## config.mk

```make
export PLATFORM = sky130hd
export DESIGN_NAME = watchdog_sleep_wake_control
export DESIGN_NICKNAME = d
export VERILOG_FILES = /design/src/wdt_sleep_pkg.sv /design/src/slow_tick_gen.sv /design/src/watchdog_sleep_wake_control.sv
export VERILOG_INCLUDE_DIRS = /design/src
export SDC_FILE = /design/constraint.sdc
export NUM_CORES = 1
export LEC_CHECK = 0
export BUFFER_PORTS_ARGS = -buffer_cell sky130_fd_sc_hd__buf_4
export CORE_UTILIZATION = 45
export CTS_CLUSTER_DIAMETER = 100
export DETAILED_ROUTE_END_ITERATION = 10
export PLACE_DENSITY_LB_ADDON = 0.15
export SLEW_MARGIN = 20
export SYNTH_ARGS = -nofsm -noshare
export SYNTH_HDL_FRONTEND = slang
export SYNTH_SLANG_ARGS = --single-unit
```

## constraint.sdc

```tcl
create_clock -name clk -period 6.9 [get_ports clk]
set_clock_uncertainty 0.1 [all_clocks]
set_input_delay 0.345 -clock clk [delete_from_list [all_inputs] [get_ports clk]]
set_output_delay 0.345 -clock clk [all_outputs]
set_load 0.05 [all_outputs]
```

## src/wdt_sleep_params.svh

```systemverilog
// Constants of the watchdog and sleep/wake controller: offsets, fields, resets, timing.
// Assumes inclusion by bare name from the design files; holds definitions only.
// Function
// - Config watchdog bit forces watchdog always running.
// - Otherwise soft enable bit switches watchdog.
// - Period code selects 1:32 doubling to 1:65536.
// - Period field resets to 1:512 code.
// - Soft enable bit resets to zero.
// - Control bits seven to five read zero.
// - Crystal wake holds watchdog cleared during startup.
// - Sleep clears watchdog and power-down flag, sets timeout flag, stops oscillator, holds pins.
// - Master clear resets; other wakes continue execution.
// - Power-down set at power-up; timeout cleared on watchdog wake.
// - Enabled interrupt wakes regardless of global enable.
// - After interrupt wake branch to vector if global enabled.
// - Sleep prefetches the next instruction address.
// - Interrupt or watchdog wake from sleep clears the watchdog.
// - Pending enabled interrupt makes sleep a no-op when global enable is clear.
// - Interrupt during sleep completes sleep, then wakes.
// - Watchdog reset never drives master clear pin.
// - Only clockless peripherals wake during sleep.
// - Watchdog time base is slow internal oscillator.
`ifndef WDT_SLEEP_PARAMS_SVH
`define WDT_SLEEP_PARAMS_SVH

// ----------------------------------------------------------------
// Register indices (byte address is four times the index)
// ----------------------------------------------------------------
`define IDX_WATCHDOG_CONTROL   16'h0018
`define IDX_OPTION_SETTINGS    16'h0081
`define IDX_CONFIGURATION_WORD 16'h2007
`define IDX_SLEEP_STATUS       16'h0003

// ----------------------------------------------------------------
// Field positions and reset values
// ----------------------------------------------------------------
`define CTL_SOFT_ON_BIT   0
`define CTL_PERIOD_LSB    1
`define CTL_PERIOD_MSB    4
`define CTL_RESET_PERIOD  4'h4
`define CTL_RESET_SOFT_ON 1'b0
`define OPT_ASSIGN_BIT    3
`define OPT_RATE_MSB      2
`define OPT_RESET         8'h00
`define CFG_WDT_ON_BIT    3
`define CFG_OSC_MSB       2
`define CFG_RESET         8'h00
`define STS_TIMEOUT_BIT   4
`define STS_POWERDOWN_BIT 3
`define STS_SLEEP_BIT     0
`define PERIOD_MAX_CODE   4'hB
`define PRESCALE_MIN      17'h00020
`define IRQ_VECTOR        13'h0004

// ----------------------------------------------------------------
// Timing
// ----------------------------------------------------------------
`define CLK_HZ            250000000
`define SLOW_OSC_HZ       31000
`define SLOW_DIV_CYCLES   (`CLK_HZ / `SLOW_OSC_HZ)
`define OST_TOSC          1024
`define OST_CYCLES        (`OST_TOSC * 1)

`endif

```

## src/wdt_sleep_pkg.sv

```systemverilog
// Types shared by the watchdog and sleep/wake controller.
// Assumes the constants header is compiled alongside.
package wdt_sleep_pkg;

  typedef enum logic [1:0] {
    st_awake,
    st_sleep,
    st_ost
  } sleep_mode_t;

  typedef struct packed {
    logic [15:0] cnt;
    logic        tick;
  } tick_state_t;

  typedef struct packed {
    sleep_mode_t mode;
    logic [3:0]  period;
    logic        soft_on;
    logic [7:0]  option;
    logic [7:0]  config_w;
    logic        timeout;
    logic        powerdown;
    logic [15:0] pre_cnt;
    logic [7:0]  post_cnt;
    logic [10:0] ost_cnt;
    logic [31:0] prdata;
    logic        wake;
    logic        branch;
    logic [12:0] resume_pc;
    logic        wdt_rst;
    logic        dev_rst;
  } wdt_state_t;

endpackage : wdt_sleep_pkg

```

## src/slow_tick_gen.sv

```systemverilog
// Divider that turns the fast clock into the slow oscillator tick enable.
// Assumes one clock; the tick is a one-cycle pulse at the slow rate.
`timescale 1ns/1ps
`default_nettype none
module slow_tick_gen
  import wdt_sleep_pkg::*;
#(
  parameter int DIV = 8064
) (
  input  wire logic clk,
  input  wire logic rst_b,
  output var  logic tick
);

  tick_state_t st_ff;
  tick_state_t nxt_st;

  // ----------------------------------------------------------------
  // Free-running divider
  // ----------------------------------------------------------------
  always_comb begin
    nxt_st = st_ff;
    nxt_st.tick = 1'b0;
    if (st_ff.cnt == 16'(DIV - 1)) begin
      nxt_st.cnt  = 16'h0000;
      nxt_st.tick = 1'b1;
    end else begin
      nxt_st.cnt = st_ff.cnt + 16'h0001;
    end
  end

  always_ff @(posedge clk or negedge rst_b) begin
    if (!rst_b) begin
      st_ff <= '0;
    end else begin
      st_ff <= nxt_st;
    end
  end

  assign tick = st_ff.tick;

endmodule : slow_tick_gen
`default_nettype wire

```

## src/watchdog_sleep_wake_control.sv

```systemverilog
// Watchdog timer with sleep entry and wake-up control, registers over APB.
// Assumes the core gives one-cycle sleep and clear pulses and level interrupt lines.
`timescale 1ns/1ps
`default_nettype none
`include "wdt_sleep_params.svh"
module watchdog_sleep_wake_control
  import wdt_sleep_pkg::*;
#(
  parameter int         NUM_IRQ       = 12,
  parameter int         SLOW_DIV      = `SLOW_DIV_CYCLES,
  parameter logic [7:0] CRYSTAL_MODES = 8'h07
) (
  input  wire logic               clk,
  input  wire logic               rst_b,
  input  wire logic               psel,
  input  wire logic               penable,
  input  wire logic               pwrite,
  input  wire logic [15:0]        paddr,
  input  wire logic [31:0]        pwdata,
  input  wire logic [3:0]         pstrb,
  output var  logic [31:0]        prdata,
  output var  logic               pready,
  output var  logic               pslverr,
  input  wire logic               sleep_instr,
  input  wire logic               watchdog_clear_instr,
  input  wire logic [12:0]        pc,
  input  wire logic               global_irq_enable,
  input  wire logic [NUM_IRQ-1:0] irq_enable,
  input  wire logic [NUM_IRQ-1:0] irq_flag,
  input  wire logic [NUM_IRQ-1:0] irq_clockless,
  input  wire logic               master_clear_req,
  output var  logic               core_halt,
  output var  logic               osc_driver_on,
  output var  logic               io_hold,
  output var  logic               wake_pulse,
  output var  logic               wake_to_vector,
  output var  logic [12:0]        vector_addr,
  output var  logic [12:0]        resume_pc,
  output var  logic               watchdog_reset_req,
  output var  logic               device_reset_req,
  output var  logic               master_clear_drive_b,
  output var  logic               timeout_flag,
  output var  logic               powerdown_flag
);

  // ----------------------------------------------------------------
  // Helpers
  // ----------------------------------------------------------------
  function automatic logic [15:0] byte_addr(input logic [15:0] idx);
    byte_addr = {idx[13:0], 2'b00};
  endfunction : byte_addr

  // Last prescaler count for a period code; reserved codes act as the longest
  function automatic logic [15:0] prescale_last(input logic [3:0] code);
    logic [3:0]  sat;
    logic [16:0] ratio;
    sat   = (code > `PERIOD_MAX_CODE) ? `PERIOD_MAX_CODE : code;
    ratio = `PRESCALE_MIN << sat;
    prescale_last = 16'(ratio - 17'h00001);
  endfunction : prescale_last

  function automatic logic [7:0] postscale_last(input logic [7:0] opt);
    logic [7:0] one_hot;
    one_hot = 8'h01 << opt[`OPT_RATE_MSB:0];
    postscale_last = opt[`OPT_ASSIGN_BIT] ? (one_hot - 8'h01) : 8'h00;
  endfunction : postscale_last

  // ----------------------------------------------------------------
  // Slow time base
  // ----------------------------------------------------------------
  logic slow_tick;

  slow_tick_gen #(
    .DIV (SLOW_DIV)
  ) i_slow_tick_gen (
    .clk   (clk),
    .rst_b (rst_b),
    .tick  (slow_tick)
  );

  wdt_state_t st_ff;
  wdt_state_t nxt_st;

  logic        wdt_on;
  logic        irq_pending;
  logic        irq_wake;
  logic        crystal;
  logic        expire;
  logic        setup_ph;
  logic        access_ph;
  logic        wr_en;
  logic        hit_ctl;
  logic        hit_opt;
  logic        hit_cfg;
  logic        hit_sts;
  logic        addr_hit;
  logic [31:0] rd_word;

  // ----------------------------------------------------------------
  // Enables and events
  // ----------------------------------------------------------------
  always_comb begin
    wdt_on      = st_ff.config_w[`CFG_WDT_ON_BIT] | st_ff.soft_on;
    irq_pending = |(irq_enable & irq_flag);
    irq_wake    = |(irq_enable & irq_flag & irq_clockless);
    crystal     = CRYSTAL_MODES[st_ff.config_w[`CFG_OSC_MSB:0]];
    expire      = slow_tick & wdt_on & (st_ff.mode != st_ost)
                & (st_ff.pre_cnt == prescale_last(st_ff.period))
                & (st_ff.post_cnt == postscale_last(st_ff.option));
  end

  // ----------------------------------------------------------------
  // APB decode
  // ----------------------------------------------------------------
  always_comb begin
    setup_ph  = psel & ~penable;
    access_ph = psel & penable;
    hit_ctl   = 1'b0;
    hit_opt   = 1'b0;
    hit_cfg   = 1'b0;
    hit_sts   = 1'b0;
    rd_word   = 32'h0000_0000;
    if (paddr == byte_addr(`IDX_WATCHDOG_CONTROL)) begin
      hit_ctl = 1'b1;
      rd_word = {27'h0000000, st_ff.period, st_ff.soft_on};
    end else if (paddr == byte_addr(`IDX_OPTION_SETTINGS)) begin
      hit_opt = 1'b1;
      rd_word = {24'h000000, st_ff.option};
    end else if (paddr == byte_addr(`IDX_CONFIGURATION_WORD)) begin
      hit_cfg = 1'b1;
      rd_word = {24'h000000, st_ff.config_w};
    end else if (paddr == byte_addr(`IDX_SLEEP_STATUS)) begin
      hit_sts = 1'b1;
      rd_word[`STS_TIMEOUT_BIT]   = st_ff.timeout;
      rd_word[`STS_POWERDOWN_BIT] = st_ff.powerdown;
      rd_word[`STS_SLEEP_BIT]     = (st_ff.mode != st_awake);
    end
    addr_hit = hit_ctl | hit_opt | hit_cfg | hit_sts;
    wr_en    = access_ph & pwrite & pstrb[0];
  end

  // ----------------------------------------------------------------
  // Next state
  // ----------------------------------------------------------------
  always_comb begin
    nxt_st         = st_ff;
    nxt_st.wake    = 1'b0;
    nxt_st.wdt_rst = 1'b0;
    nxt_st.dev_rst = 1'b0;

    // Register reads are captured in the setup phase
    if (setup_ph) begin
      nxt_st.prdata = rd_word;
    end

    // Register writes
    if (wr_en && hit_ctl) begin
      nxt_st.period  = pwdata[`CTL_PERIOD_MSB:`CTL_PERIOD_LSB];
      nxt_st.soft_on = pwdata[`CTL_SOFT_ON_BIT];
    end
    if (wr_en && hit_opt) begin
      nxt_st.option = pwdata[7:0];
    end
    if (wr_en && hit_cfg) begin
      nxt_st.config_w = pwdata[7:0];
    end

    // Watchdog counting on the slow tick
    if (slow_tick && wdt_on && st_ff.mode != st_ost) begin
      if (st_ff.pre_cnt == prescale_last(st_ff.period)) begin
        nxt_st.pre_cnt = 16'h0000;
        if (st_ff.post_cnt == postscale_last(st_ff.option)) begin
          nxt_st.post_cnt = 8'h00;
        end else begin
          nxt_st.post_cnt = st_ff.post_cnt + 8'h01;
        end
      end else begin
        nxt_st.pre_cnt = st_ff.pre_cnt + 16'h0001;
      end
    end
    if (!wdt_on || watchdog_clear_instr) begin
      nxt_st.pre_cnt  = 16'h0000;
      nxt_st.post_cnt = 8'h00;
    end

    case (st_ff.mode)
      st_awake: begin
        if (master_clear_req) begin
          nxt_st.dev_rst = 1'b1;
        end else if (expire) begin
          nxt_st.wdt_rst = 1'b1;
          nxt_st.timeout = 1'b0;
        end else if (sleep_instr) begin
          if (irq_pending && !global_irq_enable) begin
            // Sleep acts as a no-op: counters and flags stay as they are
            nxt_st.pre_cnt  = st_ff.pre_cnt;
            nxt_st.post_cnt = st_ff.post_cnt;
          end else begin
            if (wdt_on) begin
              nxt_st.pre_cnt  = 16'h0000;
              nxt_st.post_cnt = 8'h00;
            end
            nxt_st.powerdown = 1'b0;
            nxt_st.timeout   = 1'b1;
            nxt_st.resume_pc = pc + 13'h0001;
            nxt_st.mode      = st_sleep;
          end
        end
      end
      st_sleep: begin
        if (master_clear_req) begin
          nxt_st.dev_rst = 1'b1;
          nxt_st.mode    = st_awake;
        end else if (irq_wake || expire) begin
          // An interrupt seen here arrived after sleep entry or was already pending with global enable set
          nxt_st.pre_cnt  = 16'h0000;
          nxt_st.post_cnt = 8'h00;
          nxt_st.branch   = global_irq_enable & ~expire;
          if (expire) begin
            nxt_st.timeout = 1'b0;
          end
          if (crystal) begin
            nxt_st.ost_cnt = 11'h000;
            nxt_st.mode    = st_ost;
          end else begin
            nxt_st.wake = 1'b1;
            nxt_st.mode = st_awake;
          end
        end
      end
      st_ost: begin
        nxt_st.pre_cnt  = 16'h0000;
        nxt_st.post_cnt = 8'h00;
        if (master_clear_req) begin
          nxt_st.dev_rst = 1'b1;
          nxt_st.mode    = st_awake;
        end else if (st_ff.ost_cnt == 11'(`OST_CYCLES - 1)) begin
          nxt_st.wake = 1'b1;
          nxt_st.mode = st_awake;
        end else begin
          nxt_st.ost_cnt = st_ff.ost_cnt + 11'h001;
        end
      end
      default: begin
        nxt_st.mode = st_awake;
      end
    endcase
  end

  // ----------------------------------------------------------------
  // State register
  // ----------------------------------------------------------------
  always_ff @(posedge clk or negedge rst_b) begin
    if (!rst_b) begin
      st_ff           <= '0;
      st_ff.mode      <= st_awake;
      st_ff.period    <= `CTL_RESET_PERIOD;
      st_ff.soft_on   <= `CTL_RESET_SOFT_ON;
      st_ff.option    <= `OPT_RESET;
      st_ff.config_w  <= `CFG_RESET;
      st_ff.timeout   <= 1'b1;
      st_ff.powerdown <= 1'b1;
    end else begin
      st_ff <= nxt_st;
    end
  end

  // ----------------------------------------------------------------
  // Outputs
  // ----------------------------------------------------------------
  assign prdata               = st_ff.prdata;
  assign pready               = 1'b1;
  assign pslverr              = access_ph & ~addr_hit;
  assign core_halt            = (st_ff.mode != st_awake);
  assign osc_driver_on        = (st_ff.mode == st_awake);
  assign io_hold              = (st_ff.mode != st_awake);
  assign wake_pulse           = st_ff.wake;
  assign wake_to_vector       = st_ff.branch;
  assign vector_addr          = `IRQ_VECTOR;
  assign resume_pc            = st_ff.resume_pc;
  assign watchdog_reset_req   = st_ff.wdt_rst;
  assign device_reset_req     = st_ff.dev_rst;
  assign master_clear_drive_b = 1'b1;
  assign timeout_flag         = st_ff.timeout;
  assign powerdown_flag       = st_ff.powerdown;

endmodule : watchdog_sleep_wake_control
`default_nettype wire

```

# Yosys cells after proc, flatten, opt, wreduce, memory -nomap -nowiden
# Memories as Yosys holds them, arrays and structs flattened.
# Cells that the tools add are included.
totals:
  register_bits: 126
  romBits: 8
  input_bits: 110
  out_inout_bits: 70
  mem_count: 1
classes:
  n_addsub: 7
  order_cmp: 2
  eq_ne: 26
  shift: 2
  muxes: 67
  bitwise_logic: 21
  reduce_logical: 22
mem_list:
  columns: ["memory", "depth", "width", "rd", "rd_clocked_by_memory_dff", "wr", "line_no", "text"]
  rows:
  - ["(name not given)", 8, 1, 1, 0, 0, "watchdog_sleep_wake_control.sv:106", "crystal = CRYSTAL_MODES[st_ff.config_w[`CFG_OSC_MSB:0]];"]
op_table:
  columns: ["cell", "count"]
  rows:
  - ["24-bit two-way mux", 4]
  - ["24-bit case mux with 3 select lines", 1]
  - ["35-bit two-way mux", 2]
  - ["26-bit two-way mux", 2]
  - ["8-bit two-way mux", 5]
  - ["11-bit two-way mux", 3]
  - ["16-bit by 1-bit adder with 16-bit output (second input constant)", 2]
  - ["16-bit two-way mux", 2]
  - ["2-bit two-way mux", 15]
  - ["1-bit two-way mux", 26]
  - ["25-bit two-way mux", 1]
  - ["12-bit AND", 2]
  - ["12-bit OR reduction", 2]
  - ["2-bit != test (second input constant)", 11]
  - ["11-bit case mux with 2 select lines", 1]
  - ["16-bit by 10-bit equality test with 1-bit output (second input constant)", 1]
  - ["16-bit by 13-bit equality test with 1-bit output (second input constant)", 1]
  - ["16-bit equality test", 1]
  - ["16-bit equality test (second input constant)", 1]
  - ["16-bit by 4-bit equality test with 1-bit output (second input constant)", 1]
  - ["16-bit by 7-bit equality test with 1-bit output (second input constant)", 1]
  - ["6-bit by 4-bit left shift with 16-bit output (first input constant)", 1]
  - ["16-bit by 1-bit subtractor with 16-bit output (second input constant)", 1]
  - ["13-bit by 1-bit adder with 13-bit output (second input constant)", 1]
  - ["30 further kinds", 59]

# Logic depth before layout (Yosys ltp)
logic_depth:
  depth_word: 14
  mapped_depth: 16
  ltp_nobuf: 10

# By module
# Synthesis repeated with hierarchy kept, for this count alone.
hier_totals:
  cells_unflattened: 709
  hier_area_um2: 6491.2
modules_own_cells:
  columns: ["module", "n_inst", "cells_per_inst", "area_per_inst_um2", "seq_area_each_um2"]
  rows:
  - ["watchdog_sleep_wake_control", 1, 639, 5666.7, 2130.8]
  - ["slow_tick_gen", 1, 70, 824.5, 425.4]

# Least setup slack after synthesis
# OpenSTA, ideal clock, no wires.
synth_path:
  kind: "register to register"
  from: "register st_ff[106] (netlist bit)"
  to: "register st_ff[74] (netlist bit)"
  t_arrival_ns: 3.855
  required_time_ns: 6.705
  setup_slack_ns: 2.850
  stages_incl_launch_ff: 17
  path_buffers: 6
  cell_sequence: "dfrtp_1 > buf_6 > clkbuf_1 > or4b_2 > ha_1 > xor2_1 > o221ai_1 > nor4b_2 > o211ai_1 > or4_1 > buf_2 > nor2b_1 > buf_6 > or2_1 > buf_6 > buf_6 > o31ai_1"
synth_via:
  elab_chain_cells: 14
  elab_cells_between_ends: 20
  classes_between: "add/sub (1); order compare (1); eq/ne (2); shift (1); mux (12); bitwise (2); reduce/logical (1)"
synth_rtl:
  columns: ["element", "line_no", "text"]
  rows:
  - ["start: declaration", "watchdog_sleep_wake_control.sv:81", "wdt_state_t st_ff;"]
  - ["start signal: assignment", "watchdog_sleep_wake_control.sv:264", "st_ff <= nxt_st;"]
  - ["4-bit greater-than comparator (no source line)", null, null]
  - ["4-bit two-way mux (*)", "watchdog_sleep_wake_control.sv:57", "sat = (code > `PERIOD_MAX_CODE) ? `PERIOD_MAX_CODE : code;"]
  - ["6-bit by 4-bit left shift with 16-bit output (no source line) (*)", null, null]
  - ["16-bit by 1-bit subtractor with 16-bit output (*)", "watchdog_sleep_wake_control.sv:59", "prescale_last = 16'(ratio - 17'h00001);"]
  - ["16-bit equality test (*)", "watchdog_sleep_wake_control.sv:108, watchdog_sleep_wake_control.sv:170", null]
  - ["16-bit two-way mux", "watchdog_sleep_wake_control.sv:170", "if (st_ff.pre_cnt == prescale_last(st_ff.period)) begin"]
  - ["24-bit two-way mux", "watchdog_sleep_wake_control.sv:169", "if (slow_tick && wdt_on && st_ff.mode != st_ost) begin"]
  - ["24-bit two-way mux", "watchdog_sleep_wake_control.sv:181", "if (!wdt_on || watchdog_clear_instr) begin"]
  - ["24-bit two-way mux", "watchdog_sleep_wake_control.sv:199", "if (wdt_on) begin"]
  - ["24-bit two-way mux", "watchdog_sleep_wake_control.sv:194", "if (irq_pending && !global_irq_enable) begin"]
  - ["26-bit two-way mux", "watchdog_sleep_wake_control.sv:193", "end else if (sleep_instr) begin"]
  - ["25-bit two-way mux", "watchdog_sleep_wake_control.sv:190", "end else if (expire) begin"]
  - ["26-bit two-way mux", "watchdog_sleep_wake_control.sv:188", "if (master_clear_req) begin"]
  - ["24-bit case mux with 3 select lines", "watchdog_sleep_wake_control.sv:186", "case (st_ff.mode)"]
# Every way passes the cells marked *; elsewhere a longest branch is shown, timed or not. The select of a mux whose other input is x is not followed.
# A chain may end at the register's enable or synchronous reset.

# Worst setup path in the final report
layout_path:
  from: "register st_ff[106] (netlist bit)"
  to: "register st_ff[73] (netlist bit)"
# Same word-level chain as after synthesis.

==> impl_metrics.ini <==
[logic_synthesis]
syn-cell-area_um2 = 6260
synthDistinctLibCells = 66
synth-edff-count = 0
yosysTopAreaCell = dfrtp_1
ys_seq_area_share_pct = 40.8
synth_warnings = 0
avgSynthCellArea_um2 = 9.07
synth_cells = 691
async_flop_share_pct = 100
synth_seq_cells = 102
synth_most_common_cell = dfrtp_1
synth_flop_cell = dfrtp_1
synth_top_area_share_pct = 39.5
synth_commonest_cells = 99 x dfrtp_1, 70 x nand2_1, 66 x nor2_1
synthTopCellsByArea = dfrtp_1 40%, buf_4 7.3%, mux2_2 4.3%

[global_route]
grt_max_degree = 77
grt_pass1_vias = 4731
antenna_found_initial = 0
grt_pass1_wl_um = 22700
grt-ovfl-total = 0
grt.total_usage_pct = 19.6

[place]
io_buffers = 113
hpwl_um = 10100
gp_congestion = 0.820

[drt]
met1_length_um = 6080
ant_nets = 0
wire_per_inst_um = 14.4
highest_layer = met4
viasPerCell = 5.37
first_pass_iters = 5
drc = 0
wl_um = 13700
drt-initial-drc-count = 339
route.vias.total = 5095
met2_length_um = 6850
wl_met3_um = 580

[sta]
finalSetupTns_ns = 0
min_period_ns = 4.56
worst_pin_slew_ns = 1.06
slew_violations = 0
fin_crit_sh_pct = 66.0
finalHoldViolCount = 0
max_freq_mhz = 220
relSlewSlack_pct = 29.0
setup_viol = 0
rsz0062_at_grt = no

[critical_path]
critPathArrivalTime_ns = 4.70
required_ns = 7.05
crit_type = flop to flop
startpoint_type = flop
critPathMaxStageDelay_ns = 0.72
crit_chain = or4b_2 > ha_1 > xor2_1 > o221ai_1 > nor4b_2 > o211ai_1 > or4_1 > nor2b_1 > buf_4 > or2_1 > o41ai_2
crit_slowest_cell = or4b_2
endpoint_kind = flop
setup.reg_to_reg.worst_slack_ns = 2.34
crit_fanout = 20

[finish]
num-nets-final = 888
num-fill-cells = 1252
antenna_cells = 0
area_delta_synth_final_pct = 15.3
final_util_pct = 53.9
layout-drive-gt1-share_pct = 21.9

[clock_network]
numCtsBuffers = 9
clk_pin_slew_ns = 0.07
cts_hold_buf = 1
post-cts-setup-buffer-count = 0
cts_buffer_depth = 2
cts_tree = done
cts.sinks = 102
clock-root-buffer = clkbuf_16
clkLatencyLatePin_ns = 0.35
post_cts_resize_count = 0
htreeDepth = 3

[floorplanning]
die-width_um = 120
core_area_um2 = 13400
rows = 42
start_util_pct = 46.8
die_h_um = 120
die-area_um2 = 14400
top_level_ports = 180

[run_status]
status = finished, final reports clean

[power_and_ir_drop]
ir_drop_v = 0.000168
power_density_nw_per_um2 = 257
p_leak_uw = 0.00332

[job]
timing.max_cap.violations = 0

[worst_hold_path]
hold_class = input pin to flop
## cell type report
| class | count | area (um^2) | area share [%] |
|---|---|---|---|
| flip-flops and latches | 102 | 2560 | 35.4 |
| well taps | 176 | 220 | 3.05 |
| multi-input cells | 523 | 3190 | 44.2 |
| clock buffers | 10 | 229 | 3.17 |
| clock inverters | 6 | 86.3 | 1.19 |
| inverters | 14 | 52.6 | 0.727 |
| repair buffers | 118 | 888 | 12.3 |
## path summary, 6_finish.rpt
| check | start | endpoint | cells past startpoint |
|---|---|---|---|
| min | pc[0] | resume_pc[0] | 2 |
| max reg2reg | st_ff[106] | st_ff[73] | 11 |
| min in group asynchronous | rst_b | st_ff[77] | 2 |
| max | st_ff[106] | st_ff[73] | 11 |
| min reg2reg | i_slow_tick_gen.st_ff[1] | i_slow_tick_gen.st_ff[1] | 1 |
| max in group asynchronous | rst_b | st_ff[93] | 3 |
## power by group
group	total, uW	internal [uW]	leakage (uW)	switching [uW]
clock	533	317	0.000152	216
sequential	711	665	0.00135	46.5
combinational	614	184	0.00181	430
total	1860	1170	0.00332	693
## routing by layer
| metal | up-vias | GRT usage, % |
|---|---|---|
| li1 | 2524 | - |
| met1 | 2452 | 25.4 |
| met2 | 103 | 32.6 |
| met3 | 16 | 4.18 |
| met4 | 0 | 6.25 |
| met5 | - | 0 |
## through the flow
stage	worst slack (ns)	cells	power, uW	hold slack, ns	cell area (um^2)
finish	2.34	949	1860	0.121	7230
global route	2.09	949	1950	0.124	7230
CTS	2.38	949	1880	0.112	7230
detailed placement	2.41	932	1340	0.187	6900
global placement	2.45	932	1330	0.180	6900
floorplan	2.85	728	1230	-0.0506	6400
## worst max-delay path, delay by kind of cell (launching register included)
kind	cells	cell delay, ns
compound gates	3	0.68
xor+xnor	1	0.14
fa+ha+maj	1	0.31
buf+inv	1	0.19
flops	1	0.60
simple gates	5	2.42
## flip-flops by register name, summed over array words and instances (netlist names), 8 cells and up
signal	flops
prdata	8
st_ff	58
resume_pc	13
i_slow_tick_gen.st_ff	16
## logic make-up (layout without fill, tap and decap cells)
kind of cell / count (synthesis) / count (layout) / synth area share, %
compound gates: 127 / 127 / 13.6
xor+xnor: 35 / 35 / 4.89
fa+ha+maj: 10 / 10 / 2.00
buf+inv: 103 / 148 / 10.4
flops: 102 / 102 / 40.8
mux: 26 / 26 / 4.63
other cells: 2 / 39 / 0.120
simple gates: 286 / 286 / 23.5
## cell usage in the layout, fill, tap and decap left out, drive strengths merged, types with 7 or more instances in the layout
cell type	synthesis	routed
o21a	7	7
dfrtp	99	99
a21oi	14	14
buf	73	117
xor2	24	24
nor3	11	11
ha	10	10
or3	7	7
nor2b	8	8
xnor2	11	11
o21ai	44	44
mux2	24	24
nor2	66	66
a22oi	10	10
nand3	40	40
nand4	17	17
and3	16	16
nand2b	8	8
nand2	70	70
clkbuf	16	10
conb	2	39
o31ai	10	10
inv	14	14
Note: power is estimated with default switching activity, not from simulation.
